===== src/ctm_pkg.sv =====
/*
 Package for the compact 10-bit timer: register map, field positions,
 reset values, mode, output-function and bus state encodings, control and event carrier types.
 Assumes a 32-bit AHB-Lite bus with word-aligned registers.
*/
package ctm_pkg;

	// ------------------------------------------------------------
	// Register map
	// ------------------------------------------------------------
	localparam logic [11:0] CTM_OFS_CTRL0 = 12'h000;
	localparam logic [11:0] CTM_OFS_CTRL1 = 12'h004;
	localparam logic [11:0] CTM_OFS_COUNT = 12'h008;
	localparam logic [11:0] CTM_OFS_CMPA = 12'h00C;
	localparam logic [11:0] CTM_OFS_FLAGS = 12'h010;

	// ------------------------------------------------------------
	// Field positions
	// ------------------------------------------------------------
	localparam int CTM_C0_ON = 3;
	localparam int CTM_C0_CK_LO = 4;
	localparam int CTM_C1_CLR = 0;
	localparam int CTM_C1_DPX = 1;
	localparam int CTM_C1_POL = 2;
	localparam int CTM_C1_OC = 3;
	localparam int CTM_C1_IO_LO = 4;
	localparam int CTM_C1_MODE_LO = 6;
	localparam int CTM_FL_A = 0;
	localparam int CTM_FL_P = 1;

	// ------------------------------------------------------------
	// Reset values and counter constants
	// ------------------------------------------------------------
	localparam logic [7:0] CTM_RST_CTRL = 8'h00;
	localparam logic [9:0] CTM_RST_CMPA = 10'h000;
	localparam logic [9:0] CTM_CNT_MAX = 10'h3FF;
	localparam logic [2:0] CTM_P_ZERO = 3'h0;
	localparam logic [1:0] CTM_PRE_DIV4 = 2'h3;

	// ------------------------------------------------------------
	// Encodings
	// ------------------------------------------------------------
	typedef enum logic [1:0] {
		CTM_MODE_CMP = 2'h0,
		CTM_MODE_UNDEF = 2'h1,
		CTM_MODE_PWM = 2'h2,
		CTM_MODE_TMR = 2'h3
	} ctm_mode_t;

	typedef enum logic [1:0] {
		CTM_IO_NONE = 2'h0,
		CTM_IO_LOW = 2'h1,
		CTM_IO_HIGH = 2'h2,
		CTM_IO_TOG = 2'h3
	} ctm_io_t;

	typedef enum logic [1:0] {
		CTM_PWM_INACT = 2'h0,
		CTM_PWM_ACT = 2'h1,
		CTM_PWM_WAVE = 2'h2,
		CTM_PWM_UNDEF = 2'h3
	} ctm_pwm_io_t;

	// Bus data phase state, Gray except between IDLE and RD
	typedef enum logic [1:0] {
		CTM_BUS_IDLE = 2'h0,
		CTM_BUS_WR = 2'h1,
		CTM_BUS_RD = 2'h3
	} ctm_bus_t;

	// ------------------------------------------------------------
	// Carriers
	// ------------------------------------------------------------
	typedef struct packed {
		logic [1:0] mode;
		logic [1:0] io;
		logic oc;
		logic pol;
		logic dpx;
		logic clr_sel;
	} ctm_ctrl_t;

	typedef struct packed {
		logic match_a;
		logic match_p;
		logic wrap;
	} ctm_events_t;

endpackage


===== src/ctm_top.sv =====
/*
 Compact 10-bit timer with compare, timer/counter and PWM modes,
 AHB-Lite register slave and one output pin.
 Assumes a single 100 MHz hclk, synchronous pin clock input, one master.
*/
// What this block does
// - Mode 00 selects compare match output
// - Clear-select low: clear on P, flag both
// - Clear-select high: clear on A match
// - Clear-select high: never raise P flag
// - Clear-select high, A zero: wrap at 3FF, no flag
// - Compare mode: A match and on-bit rise move pin
// - Output field: none, low, high, toggle
// - On-bit rise loads initial pin level
// - Mode 11 like compare, pin undriven
// - Mode 10 makes edge-aligned PWM
// - PWM ignores clear-select; swap picks period
// - PWM flags each A and P match
// - PWM field enables or forces; polarity inverts
// - Swap zero: P sets 128-step period
// - Duty at or above period: always active
// - Swap set: A period, P duty
// - Counting continues while pin is forced
// - P matches top bits of next count, low seven zero
// - On rise clears counter; fall freezes
// - PWM codes: inactive, active, waveform
`timescale 1ns/1ns
module ctm_top
#(
	parameter int WIDTH = 10
)
(
	input wire logic hclk,
	input wire logic hresetn,
	input wire logic ce,
	input wire logic hsel,
	input wire logic [31:0] haddr,
	input wire logic [1:0] htrans,
	input wire logic hwrite,
	input wire logic [2:0] hsize,
	input wire logic [31:0] hwdata,
	input wire logic hready,
	output logic [31:0] hrdata,
	output logic hreadyout,
	output logic hresp,
	input wire logic pin_clk,
	output logic timer_out,
	output logic timer_out_en
);
	import ctm_pkg::*;

	// ------------------------------------------------------------
	// Registers
	// ------------------------------------------------------------
	logic timer_on_bit;
	logic [2:0] clk_sel;
	logic [2:0] compare_p_value;
	ctm_ctrl_t ctrl;
	logic [WIDTH-1:0] compare_a_value;
	logic match_a_flag;
	logic match_p_flag;
	ctm_bus_t bus_state;
	logic [11:0] bus_addr;
	logic on_q;
	logic pin_q;
	logic [1:0] pre;
	logic out_q;

	logic start;
	logic tick;
	logic [WIDTH-1:0] count;
	ctm_events_t ev;
	logic is_pwm;
	logic clr_on_a;
	logic ev_a;
	logic ev_p;
	logic [WIDTH:0] period;
	logic [WIDTH:0] duty;
	logic pwm_act;
	logic pwm_lvl;
	logic wr_en;
	logic rd_en;
	logic take;
	logic next_out;

	// ------------------------------------------------------------
	// Bus slave
	// ------------------------------------------------------------
	assign take = hsel && hready && htrans[1];
	assign wr_en = bus_state == CTM_BUS_WR;
	assign rd_en = bus_state == CTM_BUS_RD;
	assign hreadyout = 1'b1;
	assign hresp = 1'b0;

	always_ff @(posedge hclk or negedge hresetn)
	begin
		if (!hresetn)
		begin
			bus_state <= CTM_BUS_IDLE;
			bus_addr <= '0;
		end
		else if (ce)
		begin
			if (take)
			begin
				bus_state <= hwrite ? CTM_BUS_WR : CTM_BUS_RD;
				bus_addr <= haddr[11:0];
			end
			else if (hready)
				bus_state <= CTM_BUS_IDLE;
		end
	end

	always_comb
	begin
		hrdata = 32'h0000_0000;
		if (!rd_en)
			hrdata = 32'h0000_0000;
		else if (bus_addr == CTM_OFS_CTRL0)
			hrdata[7:0] = {1'b0, clk_sel, timer_on_bit, compare_p_value};
		else if (bus_addr == CTM_OFS_CTRL1)
			hrdata[7:0] = ctrl;
		else if (bus_addr == CTM_OFS_COUNT)
			hrdata[WIDTH-1:0] = count;
		else if (bus_addr == CTM_OFS_CMPA)
			hrdata[WIDTH-1:0] = compare_a_value;
		else if (bus_addr == CTM_OFS_FLAGS)
			hrdata[1:0] = {match_p_flag, match_a_flag};
	end

	always_ff @(posedge hclk or negedge hresetn)
	begin
		if (!hresetn)
		begin
			timer_on_bit <= CTM_RST_CTRL[CTM_C0_ON];
			clk_sel <= CTM_RST_CTRL[2:0];
			compare_p_value <= CTM_RST_CTRL[2:0];
			ctrl <= CTM_RST_CTRL;
			compare_a_value <= CTM_RST_CMPA;
		end
		else if (ce && wr_en)
		begin
			if (bus_addr == CTM_OFS_CTRL0)
			begin
				clk_sel <= hwdata[CTM_C0_CK_LO +: 3];
				timer_on_bit <= hwdata[CTM_C0_ON];
				compare_p_value <= hwdata[2:0];
			end
			else if (bus_addr == CTM_OFS_CTRL1)
				ctrl <= hwdata[7:0];
			else if (bus_addr == CTM_OFS_CMPA)
				compare_a_value <= hwdata[WIDTH-1:0];
		end
	end

	// ------------------------------------------------------------
	// Clock source and on-bit edge
	// ------------------------------------------------------------
	always_ff @(posedge hclk or negedge hresetn)
	begin
		if (!hresetn)
		begin
			on_q <= 1'b0;
			pin_q <= 1'b0;
			pre <= '0;
		end
		else if (ce)
		begin
			on_q <= timer_on_bit;
			pin_q <= pin_clk;
			pre <= pre + 1'b1;
		end
	end

	assign start = timer_on_bit && !on_q;

	always_comb
	begin
		case (clk_sel)
			3'h0: tick = pre == CTM_PRE_DIV4;
			3'h1: tick = 1'b1;
			3'h6: tick = pin_clk && !pin_q;
			3'h7: tick = !pin_clk && pin_q;
			default: tick = 1'b0;
		endcase
		tick = tick && timer_on_bit && !start;
	end

	// ------------------------------------------------------------
	// Counter core
	// ------------------------------------------------------------
	assign is_pwm = ctrl.mode == CTM_MODE_PWM;
	assign clr_on_a = is_pwm ? ctrl.dpx : ctrl.clr_sel;

	ctm_counter #(.WIDTH(WIDTH)) u_counter
	(
		.hclk(hclk),
		.hresetn(hresetn),
		.ce(ce),
		.tick(tick),
		.start(start),
		.clr_on_a(clr_on_a),
		.cmp_a(compare_a_value),
		.cmp_p(compare_p_value),
		.count(count),
		.events(ev)
	);

	// Flags outside PWM: A suppressed at zero when clearing on A; P never when on A
	always_comb
	begin
		ev_a = ev.match_a;
		ev_p = ev.match_p;
		if (!is_pwm && clr_on_a)
		begin
			if (compare_a_value == '0)
				ev_a = 1'b0;
			ev_p = 1'b0;
		end
	end

	always_ff @(posedge hclk or negedge hresetn)
	begin
		if (!hresetn)
		begin
			match_a_flag <= 1'b0;
			match_p_flag <= 1'b0;
		end
		else if (ce)
		begin
			if (ev_a)
				match_a_flag <= 1'b1;
			else if (wr_en && bus_addr == CTM_OFS_FLAGS &&
				hwdata[CTM_FL_A])
				match_a_flag <= 1'b0;
			if (ev_p)
				match_p_flag <= 1'b1;
			else if (wr_en && bus_addr == CTM_OFS_FLAGS &&
				hwdata[CTM_FL_P])
				match_p_flag <= 1'b0;
		end
	end

	// ------------------------------------------------------------
	// PWM waveform
	// ------------------------------------------------------------
	always_comb
	begin
		if (ctrl.dpx)
		begin
			period = {1'b0, compare_a_value};
			duty = (compare_p_value == CTM_P_ZERO) ? 11'h400 :
				{1'b0, compare_p_value, 7'h00};
		end
		else
		begin
			period = (compare_p_value == CTM_P_ZERO) ? 11'h400 :
				{1'b0, compare_p_value, 7'h00};
			duty = {1'b0, compare_a_value};
		end
	end

	// Active from clear until duty, always when duty covers period
	assign pwm_act = (duty >= period) || ({1'b0, count} < duty);

	always_comb
	begin
		case (ctrl.io)
			CTM_PWM_INACT: pwm_lvl = 1'b0;
			CTM_PWM_ACT: pwm_lvl = 1'b1;
			CTM_PWM_WAVE: pwm_lvl = pwm_act;
			default: pwm_lvl = 1'b0;
		endcase
	end

	// ------------------------------------------------------------
	// Output pin
	// ------------------------------------------------------------
	always_comb
	begin
		next_out = out_q;
		if (is_pwm)
			next_out = ctrl.oc ? pwm_lvl : !pwm_lvl;
		else if (start)
			next_out = ctrl.oc;
		else if (ev_a && ctrl.mode == CTM_MODE_CMP)
		begin
			case (ctrl.io)
				CTM_IO_LOW: next_out = 1'b0;
				CTM_IO_HIGH: next_out = 1'b1;
				CTM_IO_TOG: next_out = !out_q;
				default: next_out = out_q;
			endcase
		end
	end

	always_ff @(posedge hclk or negedge hresetn)
	begin
		if (!hresetn)
			out_q <= 1'b0;
		else if (ce)
			out_q <= next_out;
	end

	assign timer_out = out_q ^ ctrl.pol;
	assign timer_out_en = ctrl.mode == CTM_MODE_CMP || is_pwm;

endmodule


===== src/ctm_counter.sv =====
/*
 10-bit count-up core with both comparators and clear selection.
 Assumes tick is one-cycle qualified by the caller and start is the
 on-bit rising edge.
*/
`timescale 1ns/1ns
module ctm_counter
#(
	parameter int WIDTH = 10
)
(
	input wire logic hclk,
	input wire logic hresetn,
	input wire logic ce,
	input wire logic tick,
	input wire logic start,
	input wire logic clr_on_a,
	input wire logic [WIDTH-1:0] cmp_a,
	input wire logic [2:0] cmp_p,
	output logic [WIDTH-1:0] count,
	output ctm_pkg::ctm_events_t events
);
	import ctm_pkg::*;

	logic hit_a;
	logic hit_p;
	logic at_max;
	logic do_clear;
	logic [WIDTH:0] next_count;

	// ------------------------------------------------------------
	// Comparators
	// ------------------------------------------------------------
	// P matches as the count reaches a multiple of 128; code 000 is overflow
	assign next_count = {1'b0, count} + {{WIDTH{1'b0}}, 1'b1};
	assign hit_a = tick && (count == cmp_a);
	assign hit_p = tick && (next_count[WIDTH-1 -: 3] == cmp_p) &&
		(next_count[WIDTH-4:0] == '0);
	assign at_max = tick && (count == CTM_CNT_MAX);
	// A zero compare-A value never clears; the count wraps at its maximum
	assign do_clear = clr_on_a ? ((hit_a && cmp_a != '0) || at_max) :
		hit_p;

	assign events.match_a = hit_a;
	assign events.match_p = hit_p;
	assign events.wrap = at_max;

	// ------------------------------------------------------------
	// Counter
	// ------------------------------------------------------------
	always_ff @(posedge hclk or negedge hresetn)
	begin
		if (!hresetn)
			count <= '0;
		else if (ce)
		begin
			if (start)
				count <= '0;
			else if (do_clear)
				count <= '0;
			else if (tick)
				count <= count + 1'b1;
		end
	end

endmodule


===== config.mk =====
export PLATFORM = sky130hd
export DESIGN_NAME = ctm_top
export DESIGN_NICKNAME = d
export VERILOG_FILES = /design/src/ctm_pkg.sv /design/src/ctm_top.sv /design/src/ctm_counter.sv
export SDC_FILE = /design/constraint.sdc
export NUM_CORES = 1
export LEC_CHECK = 0
export ABC_AREA = 1
export BUFFER_PORTS_ARGS = -buffer_cell sky130_fd_sc_hd__buf_2
export CORE_UTILIZATION = 58
export CTS_BUF_LIST = sky130_fd_sc_hd__clkbuf_16
export CTS_CLUSTER_DIAMETER = 80
export DETAILED_ROUTE_END_ITERATION = 10
export PLACE_DENSITY = 0.87
export SKIP_LAST_GASP = 1
export SLEW_MARGIN = 25
export SYNTH_ARGS = -nofsm -noshare
export SYNTH_HDL_FRONTEND = slang
export SYNTH_HIERARCHICAL = 1
export SYNTH_SLANG_ARGS = --single-unit

===== constraint.sdc =====
create_clock -name hclk -period 3.7 [get_ports hclk]
set_input_delay 0.74 -clock hclk [delete_from_list [all_inputs] [get_ports hclk]]
set_output_delay 0.74 -clock hclk [all_outputs]
set_load 0.01 [all_outputs]

==> results of run 1 <==
layout make-up:
| type | instances | area (µm²) |
|---|---|---|
| Timing Repair Buffer | 43 | 220 |
| Inverter | 97 | 365 |
| Clock inverter | 3 | 21.3 |
| Clock buffer | 5 | 125 |
| Fill cell | 590 | 2390 |
| Sequential cell | 56 | 1400 |
| Multi-Input combinational cell | 413 | 2230 |
| Tap cell | 96 | 120 |
worst max-delay path, cell delays in order (launching register included):
cell and delay [ns]:
dfrtp_1 0.38, inv_1 0.12, nand4_4 0.12, nor2_4 0.17, nand4_2 0.24, o22ai_1 0.24
nand3_1 0.12, o31ai_1 0.10, buf_2 0.18
layer usage:
metal / routed length (µm) / up-vias / track usage [%]
li1: - / 1898 / -
met1: 4310 / 1826 / 37.8
met2: 4890 / 193 / 49.8
met3: 737 / 27 / 5.05
met4: 237 / 0 / 10.9
met5: 0 / - / 0
sequential cells by signal, summed over array words and instances (netlist names), 2 cells and up:
| name | flops |
|---|---|
| compare_p_value | 3 |
| clk_sel | 3 |
| pre | 2 |
| compare_a_value | 10 |
| ctrl | 8 |
| bus_state | 2 |
| u_counter/count | 10 |
| bus_addr | 12 |
per-stage QoR:
stage	area, µm²	utilization, %	total power [µW]	cells
5_1_grt	4480	65.2	1470	713
4_1_cts	4480	65.2	1410	713
3_5_place_dp	4330	63.1	931	705
2_1_floorplan	4240	-	880	601
3_3_place_gp	4330	63.1	917	705
6_report	4480	65.2	1400	713
worst paths after layout:
kind,slack [ns],start,cells past startpoint,endpoint
hold / removal,0.49,pre[0]$_DFFE_PN0P_,1,pre[0]$_DFFE_PN0P_
min in group asynchronous,0.50,hresetn,1,u_counter/count[9]$_DFFE_PN0P_
setup / recovery,0.99,bus_addr[7]$_DFFE_PN0P_,8,hrdata[7]
hold reg to reg,0.49,pre[0]$_DFFE_PN0P_,1,pre[0]$_DFFE_PN0P_
max in group asynchronous,2.37,hresetn,2,ctrl[0]$_DFFE_PN0P_
setup reg to reg,1.12,pre[0]$_DFFE_PN0P_,13,out_q$_DFFE_PN0P_
report_power, final:
group          leakage [µW]  total, µW  switching, µW  internal (µW)
logic               0.00161        221            141           80.7
clock network     0.0000760        483            228            254
registers          0.000705        700           39.8            660
==> impl_metrics.json, run 1 <==
{
  "outcome": "finished, final reports clean",
  "cts_sinks": 56,
  "mostFrequentLayoutCell": "nand2_1",
  "slew_viol_final": 0,
  "ir_worst_vdd_mv": 0.207,
  "drive_gt1_share_pct": 14.1,
  "initial_core_util_pct": 60.5,
  "grt_max_degree": 31,
  "worstHoldPathType": "reg2reg",
  "num_io_pins": 112,
  "die_h_um": 86.7,
  "synth_warnings": 6,
  "avgSynthCellArea_um2": 7.18,
  "port-buffer-count": 41,
  "fin_nets": 710,
  "cts.repair.resized": 0,
  "path_class": "reg2out",
  "fmax_mhz": 370,
  "overflow": 0,
  "rsz0062_at_grt": "false",
  "fin_crit_sh_pct": 73.1,
  "die_w_um": 86.7,
  "cts_buffer_depth": 2,
  "maxCapViolCount": 0,
  "worst_slew_pin_slew_ns": 0.732,
  "drt_iter0_drc": 399,
  "relSlewSlack_pct": 51.2,
  "wl_per_cell_um": 14.3,
  "power_density_nw_per_um2": 313,
  "finClkSkew_ns": 0.00565,
  "postRouteAntennaNets": 0,
  "finalWirelength_mm": 10.2,
  "p_leak_uw": 0.00239,
  "hold_violations": 0,
  "drt-vias-per-instance": 5.53,
  "antenna_found_initial": 0,
  "clock_latency_ns": 0.30,
  "cts_inserted_buffers": 5,
  "gp_congestion": 1.00,
  "layout_setup_ws_ns": 0.995,
  "clk_pin_slew_ns": 0.07,
  "crit_arrival_ns": 1.97,
  "holdWs_ns": 0.486,
  "grtUsageTotal_pct": 29.4,
  "grt_pass1_vias": 3712,
  "timing.setup.tns_ns": 0,
  "antenna_cells": 0,
  "hold_buffers": 0,
  "place_ws_ns": 0.804,
  "required_ns": 2.96,
  "root_buffer": "clkbuf_16",
  "cp-end-kind": "output port",
  "cts_tree": "yes",
  "fin_crit_ns": 2.71,
  "hpwl_mm": 7.49,
  "setup_viol": 0,
  "vias": 3944,
  "syn2layout_area_growth_pct": 7.70,
  "start_kind": "flop",
  "syn_area_um2": 4160,
  "crit_fanout": 10,
  "firstDrtPassIters": 5,
  "cts.htree.levels": 2,
  "grt_pass1_wl_mm": 17.2,
  "fp.dieArea_um2": 7510,
  "synth_cells": 579,
  "core-area_um2": 6870,
  "route.detailed.drc": 0,
  "row_count": 30,
  "layout_common_cells": "140 x nand2_1, 89 x inv_1, 56 x dfrtp_1",
  "cts_setup_buffers": 0
}
Note: power is estimated with default switching activity, not from simulation.
==> inputs of run 2 (changes only) <==
--- a/config.mk
+++ b/config.mk
@@ -5,13 +5,13 @@
 export SDC_FILE = /design/constraint.sdc
 export NUM_CORES = 1
 export LEC_CHECK = 0
-export ABC_AREA = 1
+export ABC_AREA = 0
 export BUFFER_PORTS_ARGS = -buffer_cell sky130_fd_sc_hd__buf_2
-export CORE_UTILIZATION = 58
+export CORE_UTILIZATION = 53
 export CTS_BUF_LIST = sky130_fd_sc_hd__clkbuf_16
 export CTS_CLUSTER_DIAMETER = 80
 export DETAILED_ROUTE_END_ITERATION = 10
-export PLACE_DENSITY = 0.87
+export PLACE_DENSITY = 0.81
 export SKIP_LAST_GASP = 1
 export SLEW_MARGIN = 25
 export SYNTH_ARGS = -nofsm -noshare
==> constraint.sdc (replaced) <==
create_clock -name hclk -period 2.6 [get_ports hclk]
set_input_delay 0.52 -clock hclk [delete_from_list [all_inputs] [get_ports hclk]]
set_output_delay 0.52 -clock hclk [all_outputs]
set_load 0.01 [all_outputs]
==> run 2 against run 1 <==
Net effect: the run now ends with negative setup slack left; wire length rose by 2.6%; largest cell class unchanged; clock power increased by 49%; register-to-register slack worse by 1.2 ns.
==> impl_metrics.json, run 2 <==
{
  "antenna_found_initial": 0,
  "instances_no_fill": 588,
  "worst_slew_pin_slew_ns": 0.671,
  "violations": "negative setup slack",
  "firstDrtPassIters": 8,
  "largest_reg_flops": 12,
  "postRouteAntennaNets": 0,
  "root_buffer": "clkbuf_16",
  "start_kind": "flop",
  "die_h_um": 89.3,
  "crit_fanout": 9,
  "cts_sinks": 56,
  "port-buffer-count": 41,
  "path_class": "reg2out",
  "dp_cells": 574,
  "fin_crit_sh_pct": 104,
  "grt_pass1_wl_mm": 16.7,
  "fin_crit_ns": 2.71,
  "fillers": 577,
  "layout_setup_ws_ns": -0.107,
  "place_area_um2": 4480,
  "cp-end-kind": "output port",
  "row_count": 31,
  "reg_top3": "bus_addr x12, compare_a_value x10, u_counter/count x10",
  "fp.dieArea_um2": 7970,
  "ir_worst_vdd_mv": 0.371,
  "vias": 3605,
  "fin_nets": 582,
  "drive_gt1_share_pct": 29.0,
  "setup_viol": 11,
  "maxCapViolCount": 0,
  "antenna_cells": 0,
  "cts.htree.levels": 2,
  "clock_latency_ns": 0.30,
  "crit_arrival_ns": 2.19,
  "required_ns": 2.08,
  "gp_congestion": 0.968,
  "core-area_um2": 7290,
  "outcome": "complete, but fails checks",
  "initial_core_util_pct": 55.4,
  "avgSynthCellArea_um2": 9.77,
  "finClkSkew_ns": 0.00740,
  "synth_cells": 413,
  "fmax_mhz": 369,
  "num_io_pins": 112,
  "rsz0062_at_grt": "true",
  "ff2ff_path_depth": 11,
  "grt_max_degree": 25,
  "relSlewSlack_pct": 55.2,
  "hold_violations": 0,
  "syn2layout_area_growth_pct": 18.2,
  "design_area_um2": 4770,
  "grt_pass1_vias": 3317,
  "layout_common_cells": "55 x dfrtp_1, 41 x buf_2, 39 x nand2_1, 39 x buf_4, 28 x nor2_1",
  "timing.setup.tns_ns": -0.640,
  "overflow": 0,
  "grtUsageTotal_pct": 27.9,
  "clk_pin_slew_ns": 0.08,
  "cts_tree": "yes",
  "hpwl_mm": 7.56,
  "route.detailed.drc": 0,
  "drt_iter0_drc": 456,
  "wl_per_cell_um": 17.7,
  "mostFrequentLayoutCell": "dfrtp_1",
  "finalWirelength_mm": 10.4,
  "drt-vias-per-instance": 6.13,
  "worstHoldPathType": "in2async",
  "slew_viol_final": 0,
  "syn_area_um2": 4040,
  "cts_inserted_buffers": 5,
  "power_density_nw_per_um2": 544,
  "regMostFlops": "bus_addr",
  "p_total_uw": 2600,
  "cts_buffer_depth": 2,
  "p_leak_uw": 0.00217,
  "synth_warnings": 6,
  "die_w_um": 89.3
}
run 2: worst paths after layout:
kind | startpoint | to | slack (ns)
hold / removal | hresetn | u_counter/count[2]$_DFFE_PN0P_ | 0.21
setup reg to reg | pin_q$_DFFE_PN0P_ | out_q$_DFFE_PN0P_ | -0.04
setup / recovery | bus_addr[8]$_DFFE_PN0P_ | hrdata[5] | -0.11
min in group hclk | hwrite | bus_state[1]$_DFFE_PN0P_ | 0.42
max in group asynchronous | hresetn | bus_addr[2]$_DFFE_PN0P_ | 1.69
hold reg to reg | pre[0]$_DFFE_PN0P_ | pre[0]$_DFFE_PN0P_ | 0.49
run 2: metal layers:
metal,wire length [µm],GRT usage (%),vias up
met2,5050,46.8,221
met4,228,8.51,0
li1,-,-,1620
met1,4380,37.6,1739
met5,0,0,-
met3,776,4.16,25
run 2: repair_timing:
action | 4_1_cts | 5_1_grt
resized for setup | 11 | 5
endpoints found under the setup margin | 11 | 20
hold buffers | 0 | 0
buffers inserted | 4 | 2
cloned | 0 | 0
pin swaps | 11 | 11
run 2: per-stage QoR:
| step | setup slack, ns | hold WS [ns] | utilization (%) |
|---|---|---|---|
| floorplan | 0.0384 | 0.224 | - |
| global placement | -0.182 | 0.462 | 61.4 |
| detailed placement | -0.303 | 0.469 | 61.4 |
| CTS | -0.0877 | 0.232 | 64.7 |
| global route | -0.226 | 0.256 | 65.4 |
| finish | -0.107 | 0.206 | 65.4 |
run 2: cell type report:
class,instances,area [µm²],area share (%)
Timing Repair Buffer,85,563,11.8
Clock inverter,3,33.8,0.708
Sequential cell,56,1400,29.4
Multi-Input combinational cell,324,2460,51.6
Tap cell,99,124,2.60
Clock buffer,5,125,2.62
Inverter,16,60.1,1.26
run 2: where the power goes:
part / internal [µW] / leakage [µW] / switching [µW] / total (µW)
combinational: 340 / 0.00139 / 380 / 720
sequential: 991 / 0.000702 / 163 / 1150
clock: 372 / 0.0000772 / 349 / 721
run 2: worst max-delay path, cell delays in order, from the launching register on:
cell and delay, ns:
dfrtp_1 0.39, nor4_2 0.26, nand3_1 0.13, buf_6 0.16, nor3_2 0.25, buf_4 0.26, a222oi_1 0.09, nor2_1 0.18
buf_2 0.17
==> inputs of run 3 (changes only) <==
--- a/config.mk
+++ b/config.mk
@@ -8,7 +8,6 @@
 export ABC_AREA = 0
 export BUFFER_PORTS_ARGS = -buffer_cell sky130_fd_sc_hd__buf_2
 export CORE_UTILIZATION = 53
-export CTS_BUF_LIST = sky130_fd_sc_hd__clkbuf_16
 export CTS_CLUSTER_DIAMETER = 80
 export DETAILED_ROUTE_END_ITERATION = 10
 export PLACE_DENSITY = 0.81
==> run 3 against run 2 <==
Net effect: the flow still finishes with violations (negative setup slack); count of clock-buffer cells in the layout is the same; worst hold slack got worse by 0.029 ns; total power decreased by 7.4%; combinational power about the same; sequential share of layout area grew 0.32 points; fmax is 1.5% lower; global-route usage shrank 0.67 points; first-iteration DRC count is 2.4% higher; sequential cell count unchanged; critical path depth increased by 1; critical endpoint is now hrdata[8]; largest cell class unchanged; highest routed layer unchanged.
==> impl_metrics.json, run 3 (synthesis gave the netlist of run 2 again) <==
{
  "hpwl_mm": 7.56,
  "slew_viol_final": 0,
  "syn2layout_area_growth_pct": 16.9,
  "reg_top3": "bus_addr x12, compare_a_value x10, u_counter/count x10",
  "antenna_cells": 0,
  "root_buffer": "clkbuf_8",
  "start_kind": "flop",
  "clk_pin_slew_ns": 0.12,
  "setup_viol": 11,
  "regMostFlops": "bus_addr",
  "cts_buffer_depth": 2,
  "route.detailed.drc": 0,
  "drt_iter0_drc": 467,
  "multiInputGateArea_um2": 2460,
  "maxCapViolCount": 0,
  "dp_cells": 574,
  "mostFrequentLayoutCell": "dfrtp_1",
  "fp.dieArea_um2": 7970,
  "clock_latency_ns": 0.33,
  "vias": 3566,
  "fin_util_pct": 64.7,
  "grt_max_degree": 25,
  "initial_core_util_pct": 55.4,
  "core-area_um2": 7290,
  "wl_per_cell_um": 17.5,
  "row_count": 31,
  "finalWirelength_mm": 10.3,
  "crit_arrival_ns": 2.23,
  "layout_common_cells": "56 x dfrtp_1, 41 x buf_2, 39 x nand2_1",
  "grt_pass1_wl_mm": 16.5,
  "worst_slew_pin_slew_ns": 0.680,
  "firstDrtPassIters": 5,
  "worstHoldPathType": "in2async",
  "max_stage_delay_ns": 0.41,
  "antenna_found_initial": 0,
  "violations": "negative setup slack",
  "cts_sinks": 56,
  "power_density_nw_per_um2": 509,
  "finClkSkew_ns": 0.0119,
  "crit_fanout": 4,
  "num_io_pins": 112,
  "die_w_um": 89.3,
  "gp_congestion": 0.968,
  "cts.htree.levels": 2,
  "port-buffer-count": 41,
  "largest_reg_flops": 12,
  "slowest_stage": "dfrtp_1",
  "ff2ff_path_depth": 9,
  "cp_cell_sequence": "nor4_2, nand3_1, buf_6, nor4b_4, buf_4, buf_6, a22oi_2, nor3_2, buf_2",
  "fin_crit_sh_pct": 106,
  "overflow": 0,
  "cp-end-kind": "output port",
  "p_leak_uw": 0.00214,
  "timing.setup.tns_ns": -1.23,
  "fillers": 582,
  "path_class": "reg2out",
  "outcome": "complete, but fails checks",
  "hold_violations": 0,
  "drt-vias-per-instance": 6.06,
  "fin_crit_ns": 2.75,
  "p_total_uw": 2400,
  "cts_tree": "yes",
  "regArea_um2": 1400,
  "instances_no_fill": 588,
  "cts_inserted_buffers": 5,
  "drive_gt1_share_pct": 29.0,
  "grt_pass1_vias": 3312,
  "die_h_um": 89.3,
  "relSlewSlack_pct": 54.5,
  "place_ws_ns": -0.303,
  "fin_nets": 582,
  "required_ns": 2.08,
  "cpMostUsedCell": "buf_6",
  "layout_setup_ws_ns": -0.148,
  "postRouteAntennaNets": 0,
  "rsz0062_at_grt": "true",
  "fmax_mhz": 364,
  "ir_worst_vdd_mv": 0.511,
  "grtUsageTotal_pct": 27.3
}
[run 3: cell counts in the layout (fill, tap and decap cells not counted)]
Identical to the previous run, type by type.
[run 3: final cells by class]
cell class	count	area share, %
flip-flops and latches	56	29.7
multi-input cells	324	52.2
inverters	16	1.27
well taps	99	2.63
clock inverters	3	0.716
repair buffers	85	12.0
clock buffers	5	1.46
[run 3: final timing paths]
kind                       slack, ns               startpoint                        to
min                             0.18                  hresetn  match_a_flag$_DFFE_PN0P_
min reg2reg                     0.50       pre[0]$_DFFE_PN0P_        pre[0]$_DFFE_PN0P_
max                            -0.15  bus_addr[8]$_DFFE_PN0P_                 hrdata[8]
max in group asynchronous       1.73                  hresetn   bus_addr[4]$_DFFE_PN0P_
min in group hclk               0.39                   hwrite  bus_state[1]$_DFFE_PN0P_
max reg2reg                    -0.02      ctrl[1]$_DFFE_PN0P_         out_q$_DFFE_PN0P_
[run 3: worst max-delay path: cells and delay by family (launching register included)]
kind	cells	cell delay, ns
DFF	1	0.41
buffers and inverters	4	0.60
AOI/OAI and AO/OA	1	0.07
and+or+nand+nor	4	0.83
[run 3: power by group]
group          total, µW  switching [µW]  internal, µW
clock                532             329           204
combinational        721             380           341
sequential          1150             159           990
total               2400             868          1530
[run 3: per-layer routing]
layer | vias up | part of all wire (%) | global-route usage [%]
li1 | 1620 | - | -
met1 | 1738 | 43 | 37.0
met2 | 187 | 49 | 45.9
met3 | 21 | 5.8 | 3.97
met4 | 0 | 1.9 | 7.36
met5 | - | 0 | 0
[run 3: stage by stage]
stage               cell area, µm²  hold slack [ns]
global placement              4480            0.462
detailed placement            4480            0.469
floorplan                     4120            0.224
finish                        4720            0.177
CTS                           4670            0.200
global route                  4720            0.215
[run 3: what timing repair did]
action | CTS | global route
setup buffers | 5 | 1
hold buffers | 0 | 0
endpoints found under the hold margin | 0 | 0
endpoints found under the setup margin | 11 | 20
gates resized for setup | 11 | 6
pin swaps | 21 | 9
